File: config.mk
export PLATFORM = sky130hd
export DESIGN_NAME = sao_step_output
export DESIGN_NICKNAME = d
export VERILOG_FILES = /design/src/verilog/sao_position.v /design/src/verilog/sao_step_output.v
export VERILOG_INCLUDE_DIRS = /design/src /design/src/verilog
export SDC_FILE = /design/constraint.sdc
export NUM_CORES = 1
export LEC_CHECK = 0
export ABC_AREA = 1
export ABC_CLOCK_PERIOD_IN_PS = 11820
export BUFFER_PORTS_ARGS = -buffer_cell sky130_fd_sc_hd__buf_2
export CAP_MARGIN = 20
export CORE_AREA = 3 3 214 216
export DETAILED_ROUTE_END_ITERATION = 6
export DIE_AREA = 0 0 217 219
export PLACE_DENSITY = 0.5
export SYNTH_ARGS = -nofsm -noshare
export SYNTH_HDL_FRONTEND = slang
export SYNTH_HIERARCHICAL = 1
export SYNTH_SLANG_ARGS = --single-unit
File: constraint.sdc
create_clock -name REF_CLK -period 11.82 [get_ports REF_CLK]
set_input_delay 1.182 -clock REF_CLK [delete_from_list [all_inputs] [get_ports REF_CLK]]
set_output_delay 1.182 -clock REF_CLK [all_outputs]
set_load 0.05 [all_outputs]
File: src/verilog/sao_map.vh
/*
 Holds the constants of the step actuator output block: register offsets, field positions,
 reset values and timing counts, with the contract of the block in its head comment.
 Assumes it is included by its bare name from the design files of the block.
*/
// Contract
// - Motor moved only by an upscale relay and a downscale relay, no position feedback.
// - Estimate set exactly to 0 or 100 percent when motor driven fully to a stop.
// - In step control the position readout shows whole percent, no fraction.
// - Estimate scales with configured full travel time, which must be set before control works.
// - Slidewire reading shown to one decimal for display only, never used by control.
// - After power-up tests complete, the output goes to the configured failsafe value.
// - For non-step outputs the failsafe value is accepted only within 0 to 100 percent.
// - For step output failsafe 100 drives motor open; failsafe 0 drives no relay, as the estimate resets to 0.
// - Latching failsafe forces manual mode and sets output to failsafe value.
// - Non-latching failsafe sets output to failsafe value, mode left unchanged.
`ifndef SAO_MAP_VH
`define SAO_MAP_VH

// =====================================================================
// Register offsets
`define SAO_REG_CTRL 4'h0
`define SAO_REG_TRAVEL 4'h1
`define SAO_REG_FAILSAFE 4'h2
`define SAO_REG_DEMAND 4'h3
`define SAO_REG_STATUS 4'h4
`define SAO_REG_READOUT 4'h5
`define SAO_REG_SLIDEWIRE 4'h6

// =====================================================================
// Control register fields
`define SAO_CTRL_STEP_BIT 0
`define SAO_CTRL_LATCH_BIT 1
`define SAO_CTRL_MANUAL_BIT 2
`define SAO_CTRL_SLIDE_BIT 3
`define SAO_CTRL_RESET 4'h1

// =====================================================================
// Reset values and ranges
`define SAO_TRAVEL_RESET 16'h0000
`define SAO_FAILSAFE_RESET 8'h00
`define SAO_PCT_MAX 8'h64

// =====================================================================
// Timing: one travel-time unit is 0.1 s.
`define SAO_TICK_US 100000
`define SAO_CLK_MHZ 100
`define SAO_TICK_CYCLES (`SAO_TICK_US * `SAO_CLK_MHZ)
`define SAO_SELFTEST_US 1000
`define SAO_SELFTEST_CYCLES (`SAO_SELFTEST_US * `SAO_CLK_MHZ)

`endif

File: src/verilog/sao_position.v
/*
 Position estimator of the step actuator output block.
 Assumes a single clock and a one-cycle tick enable at a rate of 1000 per travel-time unit.
*/
`timescale 1ns/1ps
`include "sao_map.vh"

module sao_position (
   input wire clk, // System clock.
   input wire rst, // Synchronous reset, active high.
   input wire tick, // Sub-tick enable, 1000 per travel unit.
   input wire drive_up, // Upscale relay energized.
   input wire drive_down, // Downscale relay energized.
   input wire [15:0] travel, // Full travel time in 0.1 s units.
   output reg [17:0] pos_milli // Estimate in thousandths of a percent, 0 to 100000.
);
   localparam [17:0] POS_FULL = 18'h186a0; // 100 percent expressed as 100000 counts.

   reg [15:0] acc;
   reg [17:0] next_pos;

   // Each step adds 100 counts, so 1000 steps make a full stroke; a step takes travel sub-ticks,
   // so we accumulate sub-ticks and step 100 counts per travel sub-ticks.
   always @* begin
      next_pos = pos_milli;
      if (tick && travel != 16'h0000 && acc + 16'h0001 >= travel) begin
         if (drive_up && pos_milli < POS_FULL)
            next_pos = (pos_milli + 18'h00064 > POS_FULL) ? POS_FULL : pos_milli + 18'h00064;
         else if (drive_down && pos_milli != 18'h00000)
            next_pos = (pos_milli < 18'h00064) ? 18'h00000 : pos_milli - 18'h00064;
      end
   end

   // The accumulator only runs while a relay is on, so idle time never moves the estimate.
   always @(posedge clk) begin
      if (rst) begin
         acc <= 16'h0000;
         pos_milli <= 18'h00000;
      end else begin
         pos_milli <= next_pos;
         if (tick && (drive_up || drive_down)) begin
            if (acc + 16'h0001 >= travel)
               acc <= 16'h0000;
            else
               acc <= acc + 16'h0001;
         end
      end
   end
endmodule // sao_position

File: src/verilog/sao_step_output.v
/*
 Top of the step actuator output block: register port, failsafe start-up, relay drive and
 position readout.
 Assumes one 100 MHz clock, a synchronous reset at power-up, and a motor with end stops.
*/
// Decided for this implementation: the placing of the registers and strobed register access.
`timescale 1ns/1ps
`include "sao_map.vh"

module sao_step_output #(
   parameter TICK_CYCLES = `SAO_TICK_CYCLES / 1000, // Cycles per sub-tick of travel time.
   parameter SELFTEST_CYCLES = `SAO_SELFTEST_CYCLES // Length of the power-up test.
) (
   input wire REF_CLK, // System clock, 100 MHz.
   input wire SYS_RST, // Synchronous reset, active high.
   input wire [3:0] ADDR, // Register address.
   input wire [15:0] WDATA, // Write data.
   input wire WR, // Write strobe.
   input wire RD, // Read strobe.
   output reg [15:0] RDATA, // Read data, one cycle after the strobe.
   input wire [9:0] SLIDEWIRE_IN, // Third analog input, tenths of a percent.
   output reg RELAY_UP, // Upscale relay drive.
   output reg RELAY_DOWN, // Downscale relay drive.
   output reg MANUAL_MODE, // Controller in manual mode.
   output reg READY // Power-up tests done, failsafe applied.
);
   // =====================================================================
   // Registers and state
   reg [3:0] ctrl;
   reg [15:0] travel;
   reg [7:0] failsafe;
   reg [7:0] demand;
   reg [7:0] target;
   reg [31:0] test_cnt;
   reg [31:0] tick_cnt;
   reg tick;
   reg ready_q;
   reg at_stop_lo;
   reg at_stop_hi;
   reg [1:0] state;
   reg [1:0] next_state;
   wire [17:0] pos_milli;
   wire step_mode;
   wire [7:0] pct;

   localparam [1:0] ST_TEST = 2'h0;
   localparam [1:0] ST_FAILSAFE = 2'h1;
   localparam [1:0] ST_RUN = 2'h2;

   // Rounds the estimate (in 1/1000 percent) to whole percent, capped at 100.
   function [7:0] round_pct;
      input [17:0] milli;
      reg [17:0] q;
      begin
         q = (milli + 18'h001f4) / 18'h003e8;
         round_pct = (q > 18'h00064) ? `SAO_PCT_MAX : q[7:0];
      end
   endfunction

   // Clamps a written percentage to the legal range.
   function [7:0] clamp_pct;
      input [15:0] v;
      begin
         clamp_pct = (v > 16'h0064) ? `SAO_PCT_MAX : v[7:0];
      end
   endfunction

   assign step_mode = ctrl[`SAO_CTRL_STEP_BIT];
   assign pct = round_pct(pos_milli);

   // =====================================================================
   // Sub-tick divider for relay on-time integration.
   always @(posedge REF_CLK) begin
      if (SYS_RST) begin
         tick_cnt <= 32'h00000000;
         tick <= 1'b0;
      end else if (tick_cnt >= TICK_CYCLES - 1) begin
         tick_cnt <= 32'h00000000;
         tick <= 1'b1;
      end else begin
         tick_cnt <= tick_cnt + 32'h00000001;
         tick <= 1'b0;
      end
   end

   // =====================================================================
   // Start-up sequence: test, then apply the failsafe value once.
   always @* begin
      next_state = state;
      case (state)
         ST_TEST: if (test_cnt >= SELFTEST_CYCLES - 1) next_state = ST_FAILSAFE;
         ST_FAILSAFE: next_state = ST_RUN;
         ST_RUN: next_state = ST_RUN;
         default: next_state = ST_TEST;
      endcase
   end

   always @(posedge REF_CLK) begin
      if (SYS_RST) begin
         state <= ST_TEST;
         test_cnt <= 32'h00000000;
      end else begin
         state <= next_state;
         if (state == ST_TEST)
            test_cnt <= test_cnt + 32'h00000001;
      end
   end

   // =====================================================================
   // Register writes; the failsafe step overrides the demand and, if latching, the mode.
   always @(posedge REF_CLK) begin
      if (SYS_RST) begin
         ctrl <= `SAO_CTRL_RESET;
         travel <= `SAO_TRAVEL_RESET;
         failsafe <= `SAO_FAILSAFE_RESET;
         demand <= 8'h00;
         MANUAL_MODE <= 1'b0;
         READY <= 1'b0;
      end else begin
         if (WR) begin
            case (ADDR)
               `SAO_REG_CTRL: begin
                  ctrl <= WDATA[3:0];
                  MANUAL_MODE <= WDATA[`SAO_CTRL_MANUAL_BIT];
               end
               `SAO_REG_TRAVEL: travel <= WDATA;
               `SAO_REG_FAILSAFE: failsafe <= clamp_pct(WDATA);
               `SAO_REG_DEMAND: demand <= clamp_pct(WDATA);
               default: ;
            endcase
         end
         if (state == ST_FAILSAFE) begin
            demand <= failsafe;
            READY <= 1'b1;
            if (ctrl[`SAO_CTRL_LATCH_BIT])
               MANUAL_MODE <= 1'b1;
            // Non-latching leaves the mode as it was.
         end
      end
   end

   // =====================================================================
   // Relay drive: move toward the target; a target of 0 or 100 keeps driving until the estimate reaches that end.
   // The drive waits one cycle after READY so the stale pre-failsafe target cannot pulse a relay.
   always @(posedge REF_CLK) begin
      if (SYS_RST) begin
         RELAY_UP <= 1'b0;
         RELAY_DOWN <= 1'b0;
         target <= 8'h00;
         ready_q <= 1'b0;
      end else begin
         target <= demand;
         ready_q <= READY;
         if (!READY || !ready_q || !step_mode || travel == 16'h0000) begin
            RELAY_UP <= 1'b0;
            RELAY_DOWN <= 1'b0;
         end else if (target == `SAO_PCT_MAX || target > pct) begin
            RELAY_UP <= !at_stop_hi;
            RELAY_DOWN <= 1'b0;
         end else if (target == 8'h00 || target < pct) begin
            RELAY_UP <= 1'b0;
            RELAY_DOWN <= !at_stop_lo;
         end else begin
            RELAY_UP <= 1'b0;
            RELAY_DOWN <= 1'b0;
         end
      end
   end

   // The estimate sitting at an end, the low end only once READY, is taken as the motor on its stop.
   always @(posedge REF_CLK) begin
      if (SYS_RST) begin
         at_stop_lo <= 1'b0;
         at_stop_hi <= 1'b0;
      end else begin
         at_stop_hi <= (pos_milli == 18'h186a0);
         at_stop_lo <= (pos_milli == 18'h00000) && READY;
      end
   end

   // Estimator clamps at the exact end values, so each stop re-zeroes the estimate.
   sao_position u_pos (
      .clk(REF_CLK),
      .rst(SYS_RST),
      .tick(tick),
      .drive_up(RELAY_UP),
      .drive_down(RELAY_DOWN),
      .travel(travel),
      .pos_milli(pos_milli)
   );

   // =====================================================================
   // Register reads; the slidewire is shown only here and feeds nothing else.
   always @(posedge REF_CLK) begin
      if (SYS_RST) begin
         RDATA <= 16'h0000;
      end else if (RD) begin
         case (ADDR)
            `SAO_REG_CTRL: RDATA <= {12'h000, ctrl[3], MANUAL_MODE, ctrl[1:0]};
            `SAO_REG_TRAVEL: RDATA <= travel;
            `SAO_REG_FAILSAFE: RDATA <= {8'h00, failsafe};
            `SAO_REG_DEMAND: RDATA <= {8'h00, demand};
            `SAO_REG_STATUS: RDATA <= {12'h000, READY, at_stop_hi, RELAY_DOWN, RELAY_UP};
            `SAO_REG_READOUT: RDATA <= {8'h00, pct};
            `SAO_REG_SLIDEWIRE: RDATA <= ctrl[`SAO_CTRL_SLIDE_BIT] ?
                                         {6'h00, SLIDEWIRE_IN} : 16'h0000;
            default: RDATA <= 16'h0000;
         endcase
      end else begin
         RDATA <= 16'h0000;
      end
   end
endmodule // sao_step_output

After elaboration in Yosys (flattened, before gate mapping) --
Index checks and enable logic that the tools add are counted.
Cells by class: $add $sub $neg 6, divide/modulo/power cells 1, order comparisons 10, equality and inequality tests 11, muxes and demuxes 19, bitwise gates (word level) 3, reductions and logical operators 37
Operators with widths (count):
- $pmux W16 S7 | 1
- $mux W18 | 4
- $add A32 B1 Y32 const B | 2
- $mux W8 | 5
- $ge A32 B14 Y1 const B | 1
- $ge A32 B17 Y1 const B | 1
- $add A18 B7 Y18 const B | 1
- $add A18 B9 Y18 const B | 1
- $div A18 B10 Y18 const B | 1
- $eq A18 B17 Y1 const B | 1
- $gt A18 B17 Y1 const B | 1
- $gt A18 B7 Y1 const B | 1
- $logic_not A18 Y1 | 1
- $lt A18 B17 Y1 const B | 1
- $lt A18 B7 Y1 const B | 1
- $reduce_bool A18 Y1 | 1
- $sub A18 B7 Y18 const B | 1
- $add A16 B1 Y16 const B | 1
- $ge A16 B16 Y1 | 1
- $gt A16 B7 Y1 const B | 1
- $logic_not A16 Y1 | 1
- $mux W16 | 1
- $reduce_bool A16 Y1 | 1
- $eq A4 B3 Y1 const B | 3
- 24 further kinds | 53
Storage, ports and cells: register bits 168, input port bits 34, output and inout port bits 20, word-level logic and storage cells 106

Longest topological paths before layout --
Gate-level depths: netlist of run 1.
depth in word-level cells 8, depth in mapped cells 68, depth with buffers taken out 67

Hierarchy --
Netlist of run 1, hierarchy kept.
By module, submodules not included:
- sao_step_output | instances 1, cells each 1151, area each 7828.8 um^2, seq. area each 2662.6 um^2
- sao_position | instances 1, cells each 506, area each 3129.3 um^2, seq. area each 640.6 um^2

Worst setup path before layout of run 1 --
Ideal clock, no wire load.
path kind register -> register, start point register u_pos.pos_milli[2], end point register RELAY_DOWN, library setup time 92 ps, data arrival time 5986 ps, data required time 11728 ps, slack 5742 ps, stages on the path, launching flop included 58, path buffers 0, cells stage by stage dfxtp_1 ha_1 nor2_1 nand3_2 nand3_1 nand2_1 nand2_1 nand2_2 nor2_4 nand3_4 nand2_2 nor2_4 nand2_4 nand2_4 a21boi_2 nand2_1 nor2_2 nand2_2 [... 22 more ...] nor2_4 nand3_2 nand2_4 nand2_1 nand3_1 nand2_1 nand2_1 nand3_2 nand2_4 nand2_1 ha_1 a21oi_1 o21ai_0 nand2_1 o211ai_1 o21ai_0 o21ai_0 nor4_1
On the way: cells in the longest elaborated chain, start to end 8
Ends and longest elaborated chain:
- from (decl) | line sao_position.v:15 | output reg [17:0] pos_milli
- from (signal assigned) | line sao_position.v:40 | pos_milli <= next_pos;
- $add A18 B9 Y18 * | line sao_step_output.v:55 | q = (milli + 18'h001f4) / 18'h003e8;
- $div A18 B10 Y18 * | line sao_step_output.v:55
- $gt A18 B7 Y1 | line sao_step_output.v:56 | round_pct = (q > 18'h00064) ? `SAO_PCT_MAX : q[7:0];
- $mux W8 * | line sao_step_output.v:56
- $lt A8 B8 Y1 | line sao_step_output.v:160 | end else if (target == 8'h00 || target < pct) begin
- $logic_or A1 B1 Y1 | line sao_step_output.v:160
- $not A1 Y1 (no line)
- $reduce_or A4 Y1 (no line) *
- to (signal assigned) | line sao_step_output.v:162 | RELAY_DOWN <= !at_stop_lo;
- to (decl) | line sao_step_output.v:23 | output reg RELAY_DOWN,
Every way passes the cells marked *; elsewhere a longest branch is shown, timed or not. A chain may end at the register's enable or synchronous reset.

Worst setup path in the final report of run 1 --
start point register u_pos.pos_milli[2], end point register RELAY_UP
On the way: cells in the longest elaborated chain, start to end 8
Ends and longest elaborated chain:
- $add A18 B9 Y18 * | line sao_step_output.v:55
- $div A18 B10 Y18 * | line sao_step_output.v:55
- $gt A18 B7 Y1 | line sao_step_output.v:56
- $mux W8 * | line sao_step_output.v:56
- $gt A8 B8 Y1 * | line sao_step_output.v:157 | end else if (target == `SAO_PCT_MAX || target > pct) begin
- $logic_or A1 B1 Y1 * | line sao_step_output.v:157
- $not A1 Y1 (no line) *
- $reduce_or A3 Y1 (no line) *
- to (signal assigned) | line sao_step_output.v:158 | RELAY_UP <= !at_stop_hi;
- to (decl) | line sao_step_output.v:22 | output reg RELAY_UP,
Marks and branches as above.

==> results.txt, run 1 <==
----------------------------------------------------
[Die]
  Die span in y ... 219 microns
  Number of rows created at floorplan ... 77
  Number of top-level pins ... 54
  Floorplan die width ... 217 microns
  Effective utilization at floorplan ... 24.8%
  DIE AREA ... 47,500 sq um
  Core outline area ... 44,100 sq um

[Routing]
  Routed WL per cell ... 13.5 microns
  Antenna viol nets, final ... 0
  Vias per Instance ... 4.62
  Starting DRT DRC Count ... 824
  Highest routed layer ... met5
  Met2 Routed Length ... 14,000 microns
  Number of optimization iterations in the first detailed-route pass ... 6
  Detailed Route WL ... 31,400 microns
  Met3 wire length ... 1280 microns
  Detailed-route via count ... 10,700
  DRC violation count after routing ... 0
  Wire length on met1 ... 15,600 microns

[Setup path]
  Critical path startpoint category ... flop
  Max incr delay on CP ... 0.41 ns
  Required time at the worst-slack endpoint ... 12.19 ns
  Worst-path fanout max ... 10
  End of the worst register-to-register path ... RELAY_UP
  Kind of cell adding the most delay to the critical path ... simple AND/OR/NAND/NOR gates
  Cell type with the highest occurrence count on the critical path ... sky130_fd_sc_hd__nand2_1
  Critical path capture point type ... flop
  Start of the worst register-to-register path ... u_pos/pos_milli[2]
  Slack of the worst reg-to-reg path ... 4.66 ns
  CP max stage cell ... sky130_fd_sc_hd__dfxtp_1
  Crit. path cell count ... 58
  Depth of the worst register-to-register path ... 58
  Worst Setup Path Type ... reg -> reg
  Setup crit start ... u_pos/pos_milli[2]
  Total buffers and inverters traversed by the critical path ... 3
  Crit path arrival time ... 7.53 ns
  Termination of the worst setup path ... RELAY_UP

[Synth]
  Synthesized area per cell ... 6.61 sq um
  Ys async rst share ... 0%
  Cell count after synthesis ... 1,657
  Mapped cell area ... 11,000 sq um
  Synth Flop Type ... sky130_fd_sc_hd__dfxtp_1
  Cell type with the highest aggregate area in the netlist ... sky130_fd_sc_hd__dfxtp_1
  Biggest area contributors in the synthesized netlist ... sky130_fd_sc_hd__dfxtp_1, sky130_fd_sc_hd__nand2_1, sky130_fd_sc_hd__inv_1, sky130_fd_sc_hd__nand3_1, sky130_fd_sc_hd__a21oi_1
  Proportion of synthesized chip area in sequential cells ... 30.1%
  Distinct cell type count of the synthesized netlist ... 63
  Number of flops mapped to enable cells by yosys ... 0
  Number of warnings printed during yosys synthesis ... 6
  Flop and latch count out of synthesis ... 165
  Portion of synthesized cell area occupied by the leading cell type ... 30.1%

[Power]
  Pleak ... 5.25 nW
  Net switching share of the total power ... 26.5%
  Sequential share of power ... 46.2%
  Power Internal ... 0.000943 W
  Clock network fraction of design power ... 43.6%
  Part of the power in combinational logic ... 10.1%
  Cell Pwr Density ... 103 nW/um^2
  Net load switching power ... 0.000340 W
  Maximum resistive drop on vdd ... 0.0938 mV

[Final layout]
  Area grow syn2layout ... 14.1%
  Most frequent standard cell in the layout excluding fill and tap cells ... sky130_fd_sc_hd__nand2_1
  Commonest cells after routing, fill and taps aside ... sky130_fd_sc_hd__nand2_1, sky130_fd_sc_hd__inv_1, sky130_fd_sc_hd__dfxtp_1
  Total Nets Final ... 1,787
  Share of final-layout standard cells stronger than drive strength 1 ... 13.2%
  Final instance area ... 12,500 sq um

[CTS]
  CTS-repair resized insts ... 0
  Clock latency on the worst-skew pair ... 0.45 ns
  Master cell of the clock root buffer ... sky130_fd_sc_hd__clkbuf_16
  CTS tree ... built
  Clock tree sinks ... 165
  TritonCTS Buffers ... 17
  Register clock-pin slew on the reported worst setup and hold paths ... 0.08 ns
  Hold-fix buffers, CTS ... 0
  CTS Buffer Depth ... 2
  H-Tree Level Count ... 4
  Count of buffers added by post-CTS timing repair for setup ... 0

[Placement]
  Detail Placement HPWL ... 24,400 microns
  Port Buf Inserts ... 53
  Weighted congestion reported at the end of routability-driven placement ... 0.880
  Dpl cell area ... 11,900 sq um

[Timing]
  Clock Skew ... 0.0183 ns
  Number of setup violations in the final report ... 0
  Slew of the pin with the lowest slew margin ... 1.01 ns
  Number of endpoints with negative hold slack in the final report ... 0
  Relative slew slack ... 31.9%
  Fraction of the cycle the final worst path needs ... 60.6%
  Total negative slack for setup checks ... 0 ns
  Unrepaired setup endpoints after global routing ... false
  Time the final worst path needs with I/O delays and setup ... 7.16 ns
  Highest attainable clock frequency ... 140 MHz
  Worst hold slack after final layout ... 0.417 ns
  Final slew viol count ... 0

[Worst hold path]
  Start point of the worst hold path ... at_stop_lo
  HP Class ... reg -> reg

[Global route]
  Via count of the first global-routing pass ... 10,100
  Pin count of the biggest net entering global routing ... 61
  Global-route usage over all layers ... 13.2%
  Initial antenna violation count ... 2
  Leftover overflow at the end of global routing ... 0
  Global-route wire length before repair ... 51,400 microns

[Outcome]
  Run status ... complete, no violations

[Job]
  Max-cap viol count ... 0

----------------------------------------------------
-- how the worst min path moves through the flow --
stage,slack [ns],end,cells past startpoint
after floorplan,0.37,RELAY_DOWN,1
after global placement,0.41,RELAY_DOWN,1
after detailed placement,0.39,RELAY_DOWN,1
after CTS,0.42,RELAY_DOWN,1
after global routing,0.44,RELAY_DOWN,1
final,0.42,RELAY_DOWN,1
-- flip-flops by register name (all words and copies together) (netlist names) --
| register | count |
|---|---|
| test_cnt | 32 |
| tick_cnt | 32 |
| RDATA | 16 |
| travel | 16 |
| u_pos/acc | 16 |
| u_pos/pos_milli | 16 |
| demand | 8 |
| failsafe | 8 |
| target | 8 |
| ctrl | 3 |
| state | 2 |
| MANUAL_MODE | 1 |
| READY | 1 |
| RELAY_DOWN | 1 |
| RELAY_UP | 1 |
| at_stop_hi | 1 |
| at_stop_lo | 1 |
| ready_q | 1 |
| tick | 1 |
-- per-layer routing --
| metal | vias to the layer above | GRT usage [%] |
|---|---|---|
| li1 | 5542 | - |
| met5 | - | 0 |
| met1 | 4946 | 18.2 |
| met2 | 217 | 21.3 |
| met3 | 30 | 2.44 |
| met4 | 2 | 3.50 |
-- worst register-to-register path, delay by kind of cell (launching register included) --
| kind | cells | cell delay (ns) |
|---|---|---|
| flops | 1 | 0.41 |
| compound gates | 7 | 1.01 |
| buf+inv | 3 | 0.24 |
| fa+ha+maj | 2 | 0.56 |
| simple gates | 46 | 4.85 |
-- synth_stat cells (14+ instances only) --
cell type,instances
sky130_fd_sc_hd__a21oi_1,116
sky130_fd_sc_hd__nand3_2,14
sky130_fd_sc_hd__nand3_1,125
sky130_fd_sc_hd__nand2_1,325
sky130_fd_sc_hd__clkbuf_1,25
sky130_fd_sc_hd__o21ai_1,16
sky130_fd_sc_hd__o21ai_0,67
sky130_fd_sc_hd__nand2_2,38
sky130_fd_sc_hd__nor3_1,48
sky130_fd_sc_hd__nor2_1,152
sky130_fd_sc_hd__ha_1,36
sky130_fd_sc_hd__xor2_1,36
sky130_fd_sc_hd__inv_2,30
sky130_fd_sc_hd__dfxtp_1,165
sky130_fd_sc_hd__inv_1,240
sky130_fd_sc_hd__nor4_1,30
sky130_fd_sc_hd__nand2_4,14
sky130_fd_sc_hd__nand4_1,36
-- power by group through the flow --
stage,clock (W),sequential (W),combinational (W)
floorplan,0,0.000606,0.0000851
finish,0.000560,0.000593,0.000130
global placement,0,0.000606,0.000127
detailed placement,0,0.000607,0.000128
global route,0.000599,0.000596,0.000147
CTS,0.000579,0.000594,0.000129
-- per-stage QoR --
stage          util, %  setup WS, ns  total power [W]  std cells
6_report          28.3          4.66          0.00128       2322
5_1_grt           28.3          3.73          0.00134       2321
4_1_cts           28.3          4.62          0.00130       2319
3_5_place_dp      27.0          4.67         0.000734       2288
3_3_place_gp      27.0          4.78         0.000733       2288
2_1_floorplan        -          5.74         0.000691       1675
-- area by class of cell --
class,count,area (sq um)
clock buffers,20,457
repair buffers,60,318
inverters,274,1030
fillers,4977,31600
flip-flops and latches,165,3300
well taps,592,741
clock inverters,11,126
diodes,1,2.50
multi-input cells,1199,6530
-- cells by family after synthesis --
kind of cell | after synthesis | share of synthesized area, %
adders and majority gates | 36 | 4.11
xor gates and xnor gates | 42 | 3.43
and+or+nand+nor | 825 | 36.3
DFF | 165 | 30.1
buffers and inverters | 311 | 10.9
other | 3 | 0.103
AOI/OAI and AO/OA | 275 | 15.0
Note: power is estimated with default switching activity, not from simulation.
==> run 2, diff against run 1 <==
Settings changed: ABC_CLOCK_PERIOD_IN_PS 11820 to 6000, PLACE_DENSITY 0.5 to 0.51.
Clock period 11.82 ns to 6 ns, I/O delays scaled along.
==> run 2 against run 1 <==
Net effect:
- the flow now finishes with violations (setup timing)
- global-route usage grew 0.075 points
- clock-buffer cell count shrank 1
- clock skew shrank 0.00096 ns
- final cell count grew 6.8%
- sequential power grew 97%
- critical path type unchanged
- largest power group unchanged
==> results.txt, run 2 (synthesized netlist as in run 1, its figures left out) <==
----------------------------------------------------
[Job]
  Max-cap viol count ... 0

[Die]
  Number of top-level pins ... 54
  Effective utilization at floorplan ... 24.8%
  Die span in y ... 219 microns
  Number of rows created at floorplan ... 77
  Floorplan die width ... 217 microns
  Core outline area ... 44,100 sq um
  DIE AREA ... 47,500 sq um

[Placement]
  Dpl cell area ... 12,800 sq um
  Weighted congestion reported at the end of routability-driven placement ... 0.848
  Detail Placement HPWL ... 24,700 microns
  Port Buf Inserts ... 53

[Timing]
  Number of setup violations in the final report ... 2
  Relative slew slack ... 27.1%
  Final slew viol count ... 0
  Unrepaired setup endpoints after global routing ... true
  Fraction of the cycle the final worst path needs ... 114%
  Highest attainable clock frequency ... 146 MHz
  Total negative slack for setup checks ... -1.60 ns
  Time the final worst path needs with I/O delays and setup ... 6.83 ns
  Worst path setup slack after routing ... -0.832 ns
  Number of endpoints with negative hold slack in the final report ... 0
  Clock Skew ... 0.0173 ns
  Slew of the pin with the lowest slew margin ... 1.09 ns

[Routing]
  DRC violation count after routing ... 0
  Number of optimization iterations in the first detailed-route pass ... 5
  Routed WL per cell ... 13.2 microns
  Detailed-route via count ... 11,400
  Starting DRT DRC Count ... 482
  Antenna viol nets, final ... 0
  Vias per Instance ... 4.58
  Detailed Route WL ... 32,700 microns

[Setup path]
  Critical path capture point type ... flop
  Setup crit start ... u_pos/pos_milli[3]
  Worst Setup Path Type ... reg -> reg
  Crit path arrival time ... 7.19 ns
  Required time at the worst-slack endpoint ... 6.36 ns
  CP max stage cell ... sky130_fd_sc_hd__dfxtp_4
  Max incr delay on CP ... 0.36 ns
  Start of the worst register-to-register path ... u_pos/pos_milli[3]
  Total buffers and inverters traversed by the critical path ... 9
  Kind of cell adding the most delay to the critical path ... simple AND/OR/NAND/NOR gates
  Worst-path fanout max ... 8
  Cell type with the highest occurrence count on the critical path ... sky130_fd_sc_hd__nand2_1
  Critical path startpoint category ... flop

[Final layout]
  Sequential cell area ... 3320 sq um
  Largest registers in the final layout ... test_cnt: 32 flops, tick_cnt: 32 flops
  Total Nets Final ... 1,937
  Final instance area ... 14,400 sq um
  Commonest cells after routing, fill and taps aside ... sky130_fd_sc_hd__nand2_1, sky130_fd_sc_hd__inv_1, sky130_fd_sc_hd__dfxtp_1
  Area grow syn2layout ... 31.2%
  Footprint of the multi-input gates ... 7200 sq um
  Fill count ... 4,787
  Share of final-layout standard cells stronger than drive strength 1 ... 26.2%
  Final cell utilization of the core ... 32.6%
  Most frequent standard cell in the layout excluding fill and tap cells ... sky130_fd_sc_hd__nand2_1

[CTS]
  TritonCTS Buffers ... 17
  Master cell of the clock root buffer ... sky130_fd_sc_hd__clkbuf_16
  Clock tree sinks ... 165
  CTS Buffer Depth ... 2
  Register clock-pin slew on the reported worst setup and hold paths ... 0.08 ns
  CTS tree ... built
  Hold-fix buffers, CTS ... 0
  H-Tree Level Count ... 4
  Clock latency on the worst-skew pair ... 0.44 ns

[Power]
  Power Internal ... 0.00188 W
  Clock network fraction of design power ... 43.9%
  Maximum resistive drop on vdd ... 0.203 mV
  Net load switching power ... 0.000690 W
  Sequential share of power ... 45.6%
  Part of the power in combinational logic ... 10.5%
  Cell Pwr Density ... 179 nW/um^2
  Pleak ... 6.23 nW
  Net switching share of the total power ... 26.9%

[Outcome]
  Run status ... complete, but fails checks
  Violated checks ... setup timing

[Worst hold path]
  Start point of the worst hold path ... at_stop_lo
  HP Class ... reg -> reg

[Global route]
  Leftover overflow at the end of global routing ... 0
  Global-route wire length before repair ... 52,200 microns
  Met3 usage ... 2.95%
  Via count of the first global-routing pass ... 10,700
  Met1 usage in global routing ... 16.9%
  GRT busiest layer ... met2
  Initial antenna violation count ... 10
  Pin count of the biggest net entering global routing ... 62
  Global-route usage over all layers ... 13.3%
  Met2 track demand over resource ... 22.8%

----------------------------------------------------
[run 2: changes by cell type in the layout (fill, tap and decap cells not counted), moves of 8 or more]
cell	before	now
sky130_fd_sc_hd__buf_4	7	152
sky130_fd_sc_hd__nand2_1	325	283
sky130_fd_sc_hd__nand2_2	38	58
sky130_fd_sc_hd__nand2_4	14	33
sky130_fd_sc_hd__nor2_1	152	135
sky130_fd_sc_hd__nand3_1	125	109
sky130_fd_sc_hd__nor2_4	9	21
sky130_fd_sc_hd__inv_1	240	231
sky130_fd_sc_hd__nand3_4	3	12
sky130_fd_sc_hd__inv_2	30	38
[run 2: cell type report]
class,count,area share [%]
diodes,8,0.139
clock buffers,19,3.15
clock inverters,12,1.00
inverters,274,7.19
multi-input cells,1199,50.1
flip-flops and latches,165,23.1
well taps,592,5.15
repair buffers,210,10.2
[run 2: metrics by stage]
step                hold slack, ns  power [W]  setup slack, ns  std cells
floorplan                    0.372    0.00136           0.0201       1675
global placement             0.401    0.00144           -0.465       2400
detailed placement           0.409    0.00145           -0.692       2401
CTS                          0.400    0.00259           -0.559       2443
global route                 0.418    0.00267            -1.28       2473
finish                       0.415    0.00257           -0.832       2479
[run 2: metal layers]
metal | share of wire (%) | wire (microns)
met1 | 45 | 14800
met2 | 48 | 15700
met3 | 4.7 | 1520
met4 | 2.1 | 680
met5 | 0.19 | 61
[run 2: power groups by stage]
stage	clock, W	sequential (W)	combinational [W]
floorplan	0	0.00119	0.000168
finish	0.00113	0.00117	0.000271
global placement	0	0.00119	0.000248
detailed placement	0	0.00119	0.000252
global route	0.00120	0.00117	0.000305
CTS	0.00116	0.00117	0.000255
[run 2: worst paths after layout]
check	to	slack [ns]	cells after the start
max reg2reg	RELAY_DOWN	-0.83	58
max	RELAY_DOWN	-0.83	58
min reg2reg	RELAY_DOWN	0.41	1
min	RELAY_DOWN	0.41	1
[run 2: timing repair]
action	CTS	global route
setup buffers	11	27
pin swaps	22	75
gates resized for setup	39	134
endpoints found under the setup margin	2	9
